[src/design/pm_regs_pkg.sv]
// Constants for the power-management configuration register bank
package pm_regs_pkg;

  // ***********************************
  // Configuration space layout
  // ***********************************
  localparam int CFG_ADDR_W = 8;
  localparam int CFG_DATA_W = 32;
  localparam int CFG_BE_W = 4;
  // Dword holding control/status, bridge extension and data report
  localparam logic [7:0] POWER_CONTROL_STATUS_OFS = 8'he0;
  localparam logic [7:0] BRIDGE_SUPPORT_EXTENSION_OFS = 8'he2;
  localparam logic [7:0] POWER_DATA_REPORT_OFS = 8'he3;
  localparam int DWORD_LSB = 2;

  // ***********************************
  // Field positions within the dword
  // ***********************************
  localparam int STATE_LSB = 0;
  localparam int STATE_MSB = 1;
  localparam int RSVD_LSB = 2;
  localparam int RSVD_MSB = 7;
  localparam int WAKE_ENABLE_BIT = 8;
  localparam int SELECT_LSB = 9;
  localparam int SELECT_MSB = 12;
  localparam int SCALE_LSB = 13;
  localparam int SCALE_MSB = 14;
  localparam int WAKE_FLAG_BIT = 15;
  localparam int BSE_LSB = 16;
  localparam int BSE_MSB = 23;
  localparam int LOW_POWER_SELECT_BIT = 22;
  localparam int CLOCK_CTL_ENABLE_BIT = 23;
  localparam int DATA_LSB = 24;
  localparam int DATA_MSB = 31;
  // Byte lane that carries the writable power-state field
  localparam int STATE_LANE = 0;

  // ***********************************
  // Reset and fixed values
  // ***********************************
  localparam logic [15:0] CSR_FIXED = 16'h0000;
  localparam logic [7:0] BSE_FIXED = 8'h00;
  localparam logic [7:0] DATA_FIXED = 8'h00;
  localparam logic [31:0] RDATA_IDLE = 32'h0000_0000;

  // ***********************************
  // Power states
  // ***********************************
  typedef enum logic [1:0] {
    PWR_ACTIVE = 2'b00,
    PWR_LIGHT = 2'b01,
    PWR_DEEP = 2'b10,
    PWR_DOWN = 2'b11
  } power_state_t;

  localparam power_state_t POWER_STATE_RESET = PWR_ACTIVE;

endpackage : pm_regs_pkg

[src/design/pm_regs.sv]
// Power-management control/status registers in configuration space
// Contract
// - Two-bit read/write power-state field in control/status bits 1:0.
// - Code 00 means fully active, normal operation.
// - Writing code 11 powers down and stops the internal core clock.
// - Code 10 behaves exactly like normal operation, clocks running.
// - Wake event never asserted; its flag and enable bits read zero.
// - Data scaling field, bits 14:13, is read-only zero.
// - Data select field, bits 12:9, is read-only zero.
// - Bridge support extension register always reads zero.
// - Bus power/clock control enable bit 7 reads zero, read-only.
// - Secondary-bus low-power select bit 6 reads zero, read-only.
// - Power data report register is read-only and reads zero.
`timescale 1ns/1ps

module pm_regs
  import pm_regs_pkg::*;
(
  // Clock and PCI reset
  input wire logic clock_i,
  input wire logic reset_n_i,
  // Configuration access
  input wire logic cfg_read_i,
  input wire logic cfg_write_i,
  input wire logic [pm_regs_pkg::CFG_ADDR_W-1:0] cfg_addr_i,
  input wire logic [pm_regs_pkg::CFG_BE_W-1:0] cfg_byte_en_i,
  input wire logic [pm_regs_pkg::CFG_DATA_W-1:0] cfg_wdata_i,
  output logic cfg_hit_o,
  output logic cfg_read_ack_o,
  output logic [pm_regs_pkg::CFG_DATA_W-1:0] cfg_rdata_o,
  // Power control towards the core
  output logic [1:0] power_state_o,
  output logic core_clock_enable_o,
  // Wake event pin, open drain
  output logic wake_event_out_o,
  output logic wake_event_oe_o
);
  import pm_regs_pkg::*;

  // ***********************************
  // Address decode
  // ***********************************
  localparam logic [CFG_ADDR_W-DWORD_LSB-1:0] PM_DWORD =
    POWER_CONTROL_STATUS_OFS[CFG_ADDR_W-1:DWORD_LSB];

  logic addr_hit;
  logic state_write;
  power_state_t power_state_q;
  power_state_t power_state_d;
  logic core_run_q;
  logic read_ack_q;
  logic [CFG_DATA_W-1:0] rdata_q;
  logic [CFG_DATA_W-1:0] read_value;

  assign addr_hit = (cfg_addr_i[CFG_ADDR_W-1:DWORD_LSB] == PM_DWORD);
  assign cfg_hit_o = addr_hit & (cfg_read_i | cfg_write_i);
  // Only the lane carrying bits 7:0 can change anything
  assign state_write = cfg_write_i & addr_hit &
    cfg_byte_en_i[STATE_LANE];

  // ***********************************
  // Power-state field
  // ***********************************
  always_comb
  begin
    power_state_d = power_state_q;
    if (state_write)
    begin
      power_state_d = power_state_t'(cfg_wdata_i[STATE_MSB:STATE_LSB]);
    end
  end

  always_ff @(posedge clock_i or negedge reset_n_i)
  begin
    if (!reset_n_i)
    begin
      power_state_q <= POWER_STATE_RESET;
    end
    else
    begin
      power_state_q <= power_state_d;
    end
  end

  // ***********************************
  // Core clock gating enable
  // ***********************************
  // Decoded from the next state so the enable moves with the state register
  always_ff @(posedge clock_i or negedge reset_n_i)
  begin
    if (!reset_n_i)
    begin
      core_run_q <= 1'b1;
    end
    else
    begin
      case (power_state_d)
        PWR_ACTIVE: core_run_q <= 1'b1;
        PWR_LIGHT: core_run_q <= 1'b1;
        PWR_DEEP: core_run_q <= 1'b1;
        PWR_DOWN: core_run_q <= 1'b0;
        default: core_run_q <= 1'b1;
      endcase
    end
  end

  assign power_state_o = power_state_q;
  assign core_clock_enable_o = core_run_q;

  // ***********************************
  // Wake event pin never driven
  // ***********************************
  assign wake_event_out_o = 1'b0;
  assign wake_event_oe_o = 1'b0;

  // ***********************************
  // Read path
  // ***********************************
  always_comb
  begin
    read_value = RDATA_IDLE;
    // Hard-wired fields: flag, enable, scale, select, reserved
    read_value[15:0] = CSR_FIXED;
    read_value[STATE_MSB:STATE_LSB] = power_state_q;
    read_value[BSE_MSB:BSE_LSB] = BSE_FIXED;
    read_value[DATA_MSB:DATA_LSB] = DATA_FIXED;
  end

  // Data is zero outside an acknowledge so it can be ORed onto a shared bus
  always_ff @(posedge clock_i or negedge reset_n_i)
  begin
    if (!reset_n_i)
    begin
      read_ack_q <= 1'b0;
      rdata_q <= RDATA_IDLE;
    end
    else
    begin
      read_ack_q <= cfg_read_i & addr_hit;
      if (cfg_read_i & addr_hit)
      begin
        rdata_q <= read_value;
      end
      else
      begin
        rdata_q <= RDATA_IDLE;
      end
    end
  end

  assign cfg_read_ack_o = read_ack_q;
  assign cfg_rdata_o = rdata_q;
endmodule : pm_regs

[config.mk]
export PLATFORM = sky130hd
export DESIGN_NAME = pm_regs
export DESIGN_NICKNAME = d
export VERILOG_FILES = /design/src/design/pm_regs_pkg.sv /design/src/design/pm_regs.sv
export SDC_FILE = /design/constraint.sdc
export NUM_CORES = 1
export LEC_CHECK = 0
export BUFFER_PORTS_ARGS = -buffer_cell sky130_fd_sc_hd__buf_2
export CAP_MARGIN = 5
export CORE_ASPECT_RATIO = 1.2
export CORE_MARGIN = 2
export CORE_UTILIZATION = 28
export CTS_BUF_LIST = sky130_fd_sc_hd__clkbuf_4
export DETAILED_ROUTE_END_ITERATION = 8
export HOLD_SLACK_MARGIN = 0.15
export PLACE_DENSITY = 0.82
export SETUP_SLACK_MARGIN = 0.15
export SYNTH_ARGS = -nofsm -noshare
export SYNTH_HDL_FRONTEND = slang
export SYNTH_SLANG_ARGS = --single-unit
[constraint.sdc]
create_clock -name clock_i -period 1.4 [get_ports clock_i]
set_clock_uncertainty 0.2 [all_clocks]
set_input_delay 0.28 -clock clock_i [delete_from_list [all_inputs] [get_ports clock_i]]
set_output_delay 0.28 -clock clock_i [all_outputs]
set_load 0.01 [all_outputs]
; Word level (Yosys, flattened, before mapping)
; Index checks and enable logic that the tools add are counted.
[word_totals]
output_inout_bits = 39
word_cells = 18
input_bits = 48
reg_bits = 6
[op_classes]
reduce_logical = 2
n_mux = 3
eq_ne = 4
n_bitwise = 5
[op_table]
columns = op, count
row1 = $eq 6x6->1 const B, 1
row2 = $and 1x1->1, 4
row3 = $eq 2x2->1 const B, 2
row4 = $mux 2, 2
row5 = $reduce_or 3->1, 1
row6 = $eq 2x1->1 const B, 1
row7 = $logic_not 2->1, 1
row8 = $pmux 1 s2, 1
row9 = $or 1x1->1, 1

; Depth between registers and ports, before layout
; Gate-level depths: netlist of run 1.
[depth]
depth_word = 7
depth_mapped = 3
mapped_depth_nobuf = 3

; Worst setup path after synthesis of run 1
; Ideal clock, no wire load.
[synth_path]
kind = input-to-output
from = input port cfg_addr_i[2] (netlist name)
to = output port cfg_hit_o
required_ps = 920
n_path_buf = 0
path_stages = 3
path_slack_ps = 9
t_arrival_ps = 911
path_cell_list = nand4bb_4 -> nor3b_2 -> o21a_1
[synth_between]
elab_chain_cells = 2
[synth_lines]
columns = element, line_no
row1 = "start, declared", pm_regs.sv:25  ; input wire logic [pm_regs_pkg::CFG_ADDR_W-1:0] cfg_addr_i,
row2 = $eq 6x6->1, pm_regs.sv:55  ; assign addr_hit = (cfg_addr_i[CFG_ADDR_W-1:DWORD_LSB] == PM_DWORD);
row3 = $and 1x1->1, pm_regs.sv:56  ; assign cfg_hit_o = addr_hit & (cfg_read_i | cfg_write_i);
row4 = "end, declared", pm_regs.sv:28  ; output logic cfg_hit_o,
; Every way passes these cells.

; Worst setup path after layout of run 1
[layout_path]
from = input port cfg_addr_i[3] (netlist name)
to = output port cfg_hit_o
; The elaborated chain is that of the path after synthesis.

==> flow_summary.json, run 1 <==
{
  "status": "finished, violations left",
  "violations": "negative setup slack",
  "r2r_setup_slack_ns": 0.21,
  "ctsRootBufferMaster": "clkbuf_4",
  "vias": 373,
  "fin_crit_sh_pct": 112,
  "ctsHtreeMaxLevel": 1,
  "p_total_mw": 0.494,
  "n_fill_cell": 190,
  "period_minus_slack_ns": 1.57,
  "final_util_pct": 39.3,
  "ys_top_cells_by_area": "buf_4, dfrtp_1, mux2_2",
  "finalHoldViolCount": 0,
  "via_per_inst": 3.55,
  "gp_congestion": 0.695,
  "drt_iter0_drc": 0,
  "holdWs_ns": 0.185,
  "setup.worst_path.end_class": "output port",
  "clk_latency_ns": 0.24,
  "rsz0062_at_grt": "yes",
  "overflow": 0,
  "seqCellArea_um2": 151,
  "setup_ws_ns": -0.166,
  "synth_edf_count": 0,
  "n_antenna_cell": 0,
  "grt_pass1_vias": 308,
  "wl_per_cell_um": 9.34,
  "syn-cell-area_um2": 518,
  "yosysWarnings": 0,
  "synth_common_cells": "buf_4, dfrtp_1, mux2_2, and3_1, nand2_1",
  "die_h_um": 51.1,
  "synth_cell_types": 13,
  "crit_fanout": 2,
  "reg2reg_depth": 3,
  "r2r-end": "power_state_o[1]$_DFF_PN0_",
  "numCtsBuffers": 3,
  "finalSetupViolations": 3,
  "hold_class": "in2async",
  "rows": 17,
  "ant_nets": 0,
  "async_flop_share_pct": 100,
  "grt_max_degree": 7,
  "path_class": "in2out",
  "synth.ff_latch_count": 6,
  "synth.avg_cell_area_um2": 9.96,
  "critPathArrivalTime_ns": 1.09,
  "cts_num_sinks": 6,
  "drc": 0,
  "powerDensity_nw_per_um2": 703,
  "multiInputGateArea_um2": 278,
  "areaGrowthSynthToFinish_pct": 35.5,
  "grt_pass1_wl_mm": 1.21,
  "synth_top_cell_area_share_pct": 46.4,
  "start_kind": "primary input",
  "synth.largest_area_cell": "buf_4",
  "die_x_um": 43.3,
  "initial_core_util_pct": 29.0,
  "dieArea_um2": 2210,
  "peakVddDrop_mv": 0.160,
  "fin_tns_setup_ns": -0.223,
  "ys_seq_area_share_pct": 29.2,
  "grt_usage_pct": 8.18,
  "drt_wl_total_um": 981,
  "worst_ep_required_time_ns": 0.92,
  "clkTransAtPathRegs_ns": 0.05,
  "clockBufferDepth": 2,
  "tritoncts": "done",
  "num_io_pins": 87,
  "drv_cap": 0,
  "synth.most_common_cell": "buf_4",
  "clock.fmax_mhz": 639,
  "reg2reg_from": "power_state_o[1]$_DFF_PN0_",
  "synth_flop_cell": "dfrtp_1",
  "leakage_nw": 0.401,
  "io_buffers": 19,
  "report.final.slew_viol_count": 0,
  "final_layout_size_suffix_gt1_share_pct": 47.7,
  "fp.coreArea_um2": 1790,
  "antenna_found_initial": 0,
  "synth_cells": 52,
  "nets": 135,
  "dp_hpwl_um": 666,
  "first_pass_iters": 1
}
-- state kept, by name (all words and copies together), names as in the netlist --
name	count
core_clock_enable_o	1
cfg_read_ack_o	1
cfg_rdata_o	2
power_state_o	2
-- cells in the final DEF (no fill, tap or decap) --
cell	count
and2_4	1
and3_4	2
buf_2	17
buf_4	5
buf_6	5
clkbuf_4	4
conb_1	32
dfrtp_1	5
dfstp_2	1
dlygate4sd3_1	4
mux2_4	3
nand2_1	2
nand4b_1	1
nand4bb_4	1
nor2_4	1
nor3b_4	1
o21a_1	1
-- metal layers --
metal	global-route usage (%)	wire length [µm]	vias up	part of all wire, %
met1	5.18	280	165	29
met4	10.1	26	0	2.7
met2	15.2	527	33	54
met5	0	0	-	0
li1	-	-	171	-
met3	2.83	147	4	15
-- metrics by stage --
step                      setup WS (ns)  instances  cell area [µm²]
after global routing             -0.236        105              702
after CTS                        -0.164        102              642
after floorplan                  0.0293         83              634
final                            -0.166        105              702
after detailed placement         -0.162         90              520
after global placement           -0.140         90              520
-- timing repair --
| action | in CTS | in global routing |
|---|---|---|
| hold buffers | 4 | 0 |
| gates resized for setup | 4 | 9 |
| buffers inserted | 4 | 3 |
| hold endpoints to repair | 12 | 0 |
| endpoints found under the setup margin | 4 | 10 |
| pin swaps | 3 | 4 |
-- area by class of cell --
class	instances	share of cell area [%]
timing repair buffer	31	31.2
multi-input combinational	45	39.6
sequential	6	21.6
clock buffer	4	4.28
tap	19	3.39
-- kinds of logic (layout without fill, tap and decap cells) --
family / count (synthesis) / count (layout) / synth area share, %
AO/OA/AOI/OAI: 1 / 1 / 1.45
buffers and inverters: 32 / 35 / 46.4
flip-flops: 6 / 6 / 29.2
multiplexers: 3 / 3 / 6.52
other: 1 / 32 / 0.724
AND/OR/NAND/NOR: 9 / 9 / 15.7
-- where the power goes --
group	switching, mW	leakage, nW	internal, mW
Clock	0.0646	0.0184	0.127
Sequential	0.00237	0.0796	0.180
Combinational	0.0689	0.303	0.0506
-- how the worst max path moves through the flow --
stage | start | slack, ns | cells after the start | end
floorplan | cfg_addr_i[2] | 0.03 | 3 | cfg_hit_o
global placement | cfg_addr_i[2] | -0.14 | 5 | cfg_hit_o
detailed placement | cfg_addr_i[2] | -0.16 | 5 | cfg_hit_o
CTS | cfg_addr_i[3] | -0.16 | 5 | cfg_hit_o
global route | cfg_addr_i[3] | -0.24 | 5 | cfg_hit_o
finish | cfg_addr_i[3] | -0.17 | 5 | cfg_hit_o
-- worst max-delay path, cell delays in order --
cell and delay (ns):
buf_6 0.09, nand4bb_4 0.24, nor3b_4 0.21, o21a_1 0.14
buf_2 0.12
(Power assumes the default switching activity.)
==> run 2: changes to the inputs <==
clock period = 1.8 ns   (was 1.4 ns; I/O delays follow)
==> run 2 against run 1 <==
  * The run now ends clean
  * Via count fell by 8.0%
  * Critical path depth stayed put
  * Register-to-register slack gained 0.62 ns
  * Power shrank 26%
  * Die area stayed put
  * Critical path type unchanged
==> flow_summary.json, run 2 (same netlist as run 1, synthesis figures left out) <==
{
  "status": "complete, no violations",
  "io_buffers": 19,
  "ctsRootBufferMaster": "clkbuf_4",
  "setup_ws_ns": 0.0806,
  "gp_congestion": 0.729,
  "clk_latency_ns": 0.24,
  "dieArea_um2": 2210,
  "path_class": "in2out",
  "setup.worst_path.end_class": "output port",
  "drt_wl_total_um": 825,
  "start_kind": "primary input",
  "hold_path_depth": 2,
  "finalSetupViolations": 0,
  "fp.coreArea_um2": 1790,
  "via_per_inst": 3.46,
  "worst_ep_required_time_ns": 1.24,
  "hold_class": "in2reg",
  "nets": 129,
  "cts_num_sinks": 6,
  "tritoncts": "done",
  "die_x_um": 43.3,
  "final_common_cell": "conb_1",
  "pre_cts_slack_ns": 0.0817,
  "initial_core_util_pct": 29.0,
  "finalHoldViolCount": 0,
  "clockBufferDepth": 2,
  "n_antenna_cell": 0,
  "grt_usage_pct": 7.10,
  "first_pass_iters": 4,
  "n_fill_cell": 195,
  "crit_fanout": 2,
  "dp_hpwl_um": 663,
  "powerDensity_nw_per_um2": 596,
  "grt_max_degree": 7,
  "final_layout_size_suffix_gt1_share_pct": 43.8,
  "num_io_pins": 87,
  "peakVddDrop_mv": 0.154,
  "final_util_pct": 34.1,
  "critPathArrivalTime_ns": 1.16,
  "grt_pass1_vias": 285,
  "layout_common_cells": "conb_1, buf_2, dfrtp_1, buf_4, clkbuf_4",
  "reg2reg_depth": 1,
  "reg2reg_from": "power_state_o[0]$_DFF_PN0_",
  "antenna_found_initial": 0,
  "drc": 0,
  "ctsHtreeMaxLevel": 1,
  "ant_nets": 0,
  "hold_path.startpoint": "cfg_wdata_i[1]",
  "vias": 343,
  "rsz0062_at_grt": "yes",
  "areaGrowthSynthToFinish_pct": 17.6,
  "clock.fmax_mhz": 582,
  "crit_start": "cfg_addr_i[2]",
  "grt_pass1_wl_mm": 1.10,
  "drv_cap": 0,
  "rows": 17,
  "overflow": 0,
  "p_total_mw": 0.363,
  "fin_tns_setup_ns": 0,
  "leakage_nw": 0.363,
  "die_h_um": 51.1,
  "fin_crit_sh_pct": 95.5,
  "holdWs_ns": 0.172,
  "drt_iter0_drc": 2,
  "clkTransAtPathRegs_ns": 0.04,
  "report.final.slew_viol_count": 0,
  "numCtsBuffers": 3,
  "wl_per_cell_um": 8.33,
  "period_minus_slack_ns": 1.72
}
-- run 2: stage by stage --
| stage | area [µm²] | std cells |
|---|---|---|
| 2_1_floorplan | 634 | 83 |
| 3_3_place_gp | 520 | 90 |
| 3_5_place_dp | 520 | 90 |
| 4_1_cts | 582 | 97 |
| 5_1_grt | 609 | 99 |
| 6_report | 609 | 99 |
-- run 2: report_power, final --
group	leakage [nW]	internal (mW)	switching, mW
sequential	0.0796	0.140	0.00322
clock	0.0184	0.0989	0.0475
combinational	0.265	0.0263	0.0470
total	0.363	0.265	0.0978
-- run 2: cell type report --
| type | count | area (µm²) | share of cell area, % |
|---|---|---|---|
| Multi-Input combinational cell | 45 | 249 | 40.9 |
| Timing Repair Buffer | 25 | 155 | 25.5 |
| Sequential cell | 6 | 151 | 24.8 |
| Clock buffer | 4 | 30.0 | 4.93 |
| Tap cell | 19 | 23.8 | 3.90 |
-- run 2: repair_timing --
item / CTS / global route
setup buffers: 2 / 2
hold buffers: 1 / 0
endpoints found under the hold margin: 6 / 0
gates resized for setup: 1 / 2
endpoints found under the setup margin: 1 / 1
pin swaps: 2 / 2
gates cloned: 0 / 0
-- run 2: worst paths after layout --
check | to | slack [ns]
max | cfg_hit_o | 0.08
min | power_state_o[1]$_DFF_PN0_ | 0.17
max reg2reg | power_state_o[0]$_DFF_PN0_ | 0.83
min reg2reg | power_state_o[1]$_DFF_PN0_ | 0.35
max in group asynchronous | core_clock_enable_o$_DFF_PN1_ | 0.91
min in group asynchronous | cfg_rdata_o[1]$_DFF_PN0_ | 0.27
-- run 2: worst max-delay path, stage by stage --
cell and delay (ns):
buf_6 0.09, nand4bb_4 0.23, nor3b_4 0.23, o21a_1 0.14, buf_2 0.12
-- run 2: metal layers --
| metal | share of wire [%] | GRT usage (%) |
|---|---|---|
| met5 | 0 | 0 |
| met4 | 0.61 | 7.58 |
| met3 | 17 | 1.06 |
| met2 | 54 | 12.9 |
| met1 | 28 | 6.06 |
==> run 3: changes to the inputs <==
==> constraint.sdc (replaced) <==
create_clock -name clock_i -period 1.8 [get_ports clock_i]
set_clock_uncertainty 0.2 [all_clocks]
set_input_delay 0.18 -clock clock_i [delete_from_list [all_inputs] [get_ports clock_i]]
set_output_delay 0.18 -clock clock_i [all_outputs]
set_load 0.01 [all_outputs]
==> run 3 against run 2 <==
  * Cell count increased by 1.0%
  * Global-route usage stayed put
  * Core utilization increased by 0.21 points
  * Combinational power is 1% higher
  * Worst hold slack better by 0.040 ns
  * Die area unchanged
  * Sequential cell count did not move
==> flow_summary.json, run 3 (same netlist as run 1, synthesis figures left out) <==
{
  "status": "complete, no violations",
  "overflow": 0,
  "leakage_nw": 0.360,
  "grt_use_met1_pct": 5.19,
  "drt_wl_total_um": 817,
  "final_common_cell": "conb_1",
  "dp_hpwl_um": 634,
  "crit_buf_inv": 3,
  "final_layout_size_suffix_gt1_share_pct": 37.0,
  "clk_latency_ns": 0.24,
  "p_clk_share_pct": 40.8,
  "n_antenna_cell": 0,
  "grt_busiest_layer": "met2",
  "crit_fanout": 4,
  "rows": 17,
  "report.final.slew_viol_count": 0,
  "r2r-end": "power_state_o[0]$_DFF_PN0_",
  "fp.coreArea_um2": 1790,
  "worst_ep_required_time_ns": 1.73,
  "powerDensity_nw_per_um2": 598,
  "antenna_found_initial": 0,
  "switching_share_pct": 27.4,
  "combPwrFrac_pct": 20.2,
  "first_pass_iters": 2,
  "period_minus_slack_ns": 1.60,
  "vias": 352,
  "grt_pass1_vias": 306,
  "ant_nets": 0,
  "dp_cells": 89,
  "io_buffers": 19,
  "ctsRootBufferMaster": "clkbuf_4",
  "clkTransAtPathRegs_ns": 0.05,
  "r2r_setup_slack_ns": 0.82,
  "critPathTopFamily": "buffers and inverters",
  "final_util_pct": 34.3,
  "die_x_um": 43.3,
  "p_switching_mw": 0.101,
  "drv_cap": 0,
  "layout_common_cells": "conb_1, buf_2, dlygate4sd3_1, dfrtp_1, clkbuf_4",
  "critPathArrivalTime_ns": 1.53,
  "finalNonFillerCells": 100,
  "die_h_um": 51.1,
  "cts_resized": 0,
  "gp_congestion": 0.712,
  "dieArea_um2": 2210,
  "holdWs_ns": 0.211,
  "reg2reg_depth": 1,
  "start_kind": "primary input",
  "clockBufferDepth": 2,
  "drt_iter0_drc": 1,
  "sequentialPowerShare_pct": 39.0,
  "grt_util_met2_pct": 13.2,
  "nets": 130,
  "fin_crit_sh_pct": 88.7,
  "finalSetupViolations": 0,
  "use_met3_pct": 1.06,
  "cts_num_sinks": 6,
  "p_total_mw": 0.367,
  "path_class": "in2reg",
  "initial_core_util_pct": 29.0,
  "drc": 0,
  "areaGrowthSynthToFinish_pct": 18.4,
  "rsz0062_at_grt": "no",
  "n_fill_cell": 195,
  "numCtsBuffers": 3,
  "clock.fmax_mhz": 626,
  "power.internal_mw": 0.266,
  "crit_path_top_delay_cell": "dlygate4sd3_1",
  "finalHoldViolCount": 0,
  "cp_slowest_stage_delay_ns": 0.55,
  "num_io_pins": 87,
  "crit_chain": "dlygate4sd3_1, buf_2, and2_1, dlygate4sd3_1",
  "setup.worst_path.end_class": "flip-flop",
  "critPathMostFrequentCell": "dlygate4sd3_1",
  "fin_tns_setup_ns": 0,
  "grt_usage_pct": 7.10,
  "tritoncts": "done",
  "reg2reg_from": "power_state_o[0]$_DFF_PN0_",
  "ctsHtreeMaxLevel": 1,
  "peakVddDrop_mv": 0.162,
  "grt_pass1_wl_mm": 1.07,
  "grt_max_degree": 6,
  "hold_class": "in2async",
  "via_per_inst": 3.52,
  "wl_per_cell_um": 8.17
}
## run 3: repair_timing
item / CTS / global route
hold buffers: 7 / 0
setup buffers: 0 / 0
setup endpoints to repair: 0 / 0
endpoints found under the hold margin: 12 / 0
## run 3: layer usage
layer  wire length (µm)  part of all wire [%]
met1                229                    28
met2                416                    51
met3                144                    18
met4                 27                   3.3
met5                  0                     0
## run 3: power groups by stage
| stage | registers [mW] | logic (mW) | clock network (mW) |
|---|---|---|---|
| floorplan | 0.147 | 0.0900 | 0 |
| global placement | 0.145 | 0.0628 | 0 |
| global route | 0.144 | 0.0813 | 0.166 |
| CTS | 0.143 | 0.0730 | 0.154 |
| detailed placement | 0.145 | 0.0640 | 0 |
| finish | 0.143 | 0.0740 | 0.150 |
## run 3: cell type report
| type | count | area (µm²) | area share, % |
|---|---|---|---|
| tap | 19 | 23.8 | 3.88 |
| clock buffer | 4 | 30.0 | 4.90 |
| timing repair buffer | 26 | 165 | 26.9 |
| multi-input combinational | 45 | 243 | 39.6 |
| sequential | 6 | 151 | 24.7 |
## run 3: how the worst max path moves through the flow
| stage | slack, ns | to | cells after the start | start |
|---|---|---|---|---|
| after detailed placement | 0.37 | cfg_hit_o | 5 | cfg_addr_i[2] |
| after CTS | 0.21 | cfg_read_ack_o$_DFF_PN0_ | 4 | cfg_read_i |
| after global placement | 0.38 | cfg_hit_o | 5 | cfg_addr_i[2] |
| after floorplan | 0.58 | power_state_o[0]$_DFF_PN0_ | 3 | cfg_addr_i[2] |
| after global routing | 0.18 | cfg_read_ack_o$_DFF_PN0_ | 4 | cfg_read_i |
| final | 0.20 | cfg_read_ack_o$_DFF_PN0_ | 4 | cfg_read_i |
## run 3: metrics by stage
| stage | cell area (µm²) | worst slack [ns] |
|---|---|---|
| 3_3_place_gp | 513 | 0.382 |
| 2_1_floorplan | 634 | 0.584 |
| 6_report | 613 | 0.204 |
| 3_5_place_dp | 513 | 0.370 |
| 4_1_cts | 613 | 0.215 |
| 5_1_grt | 613 | 0.180 |
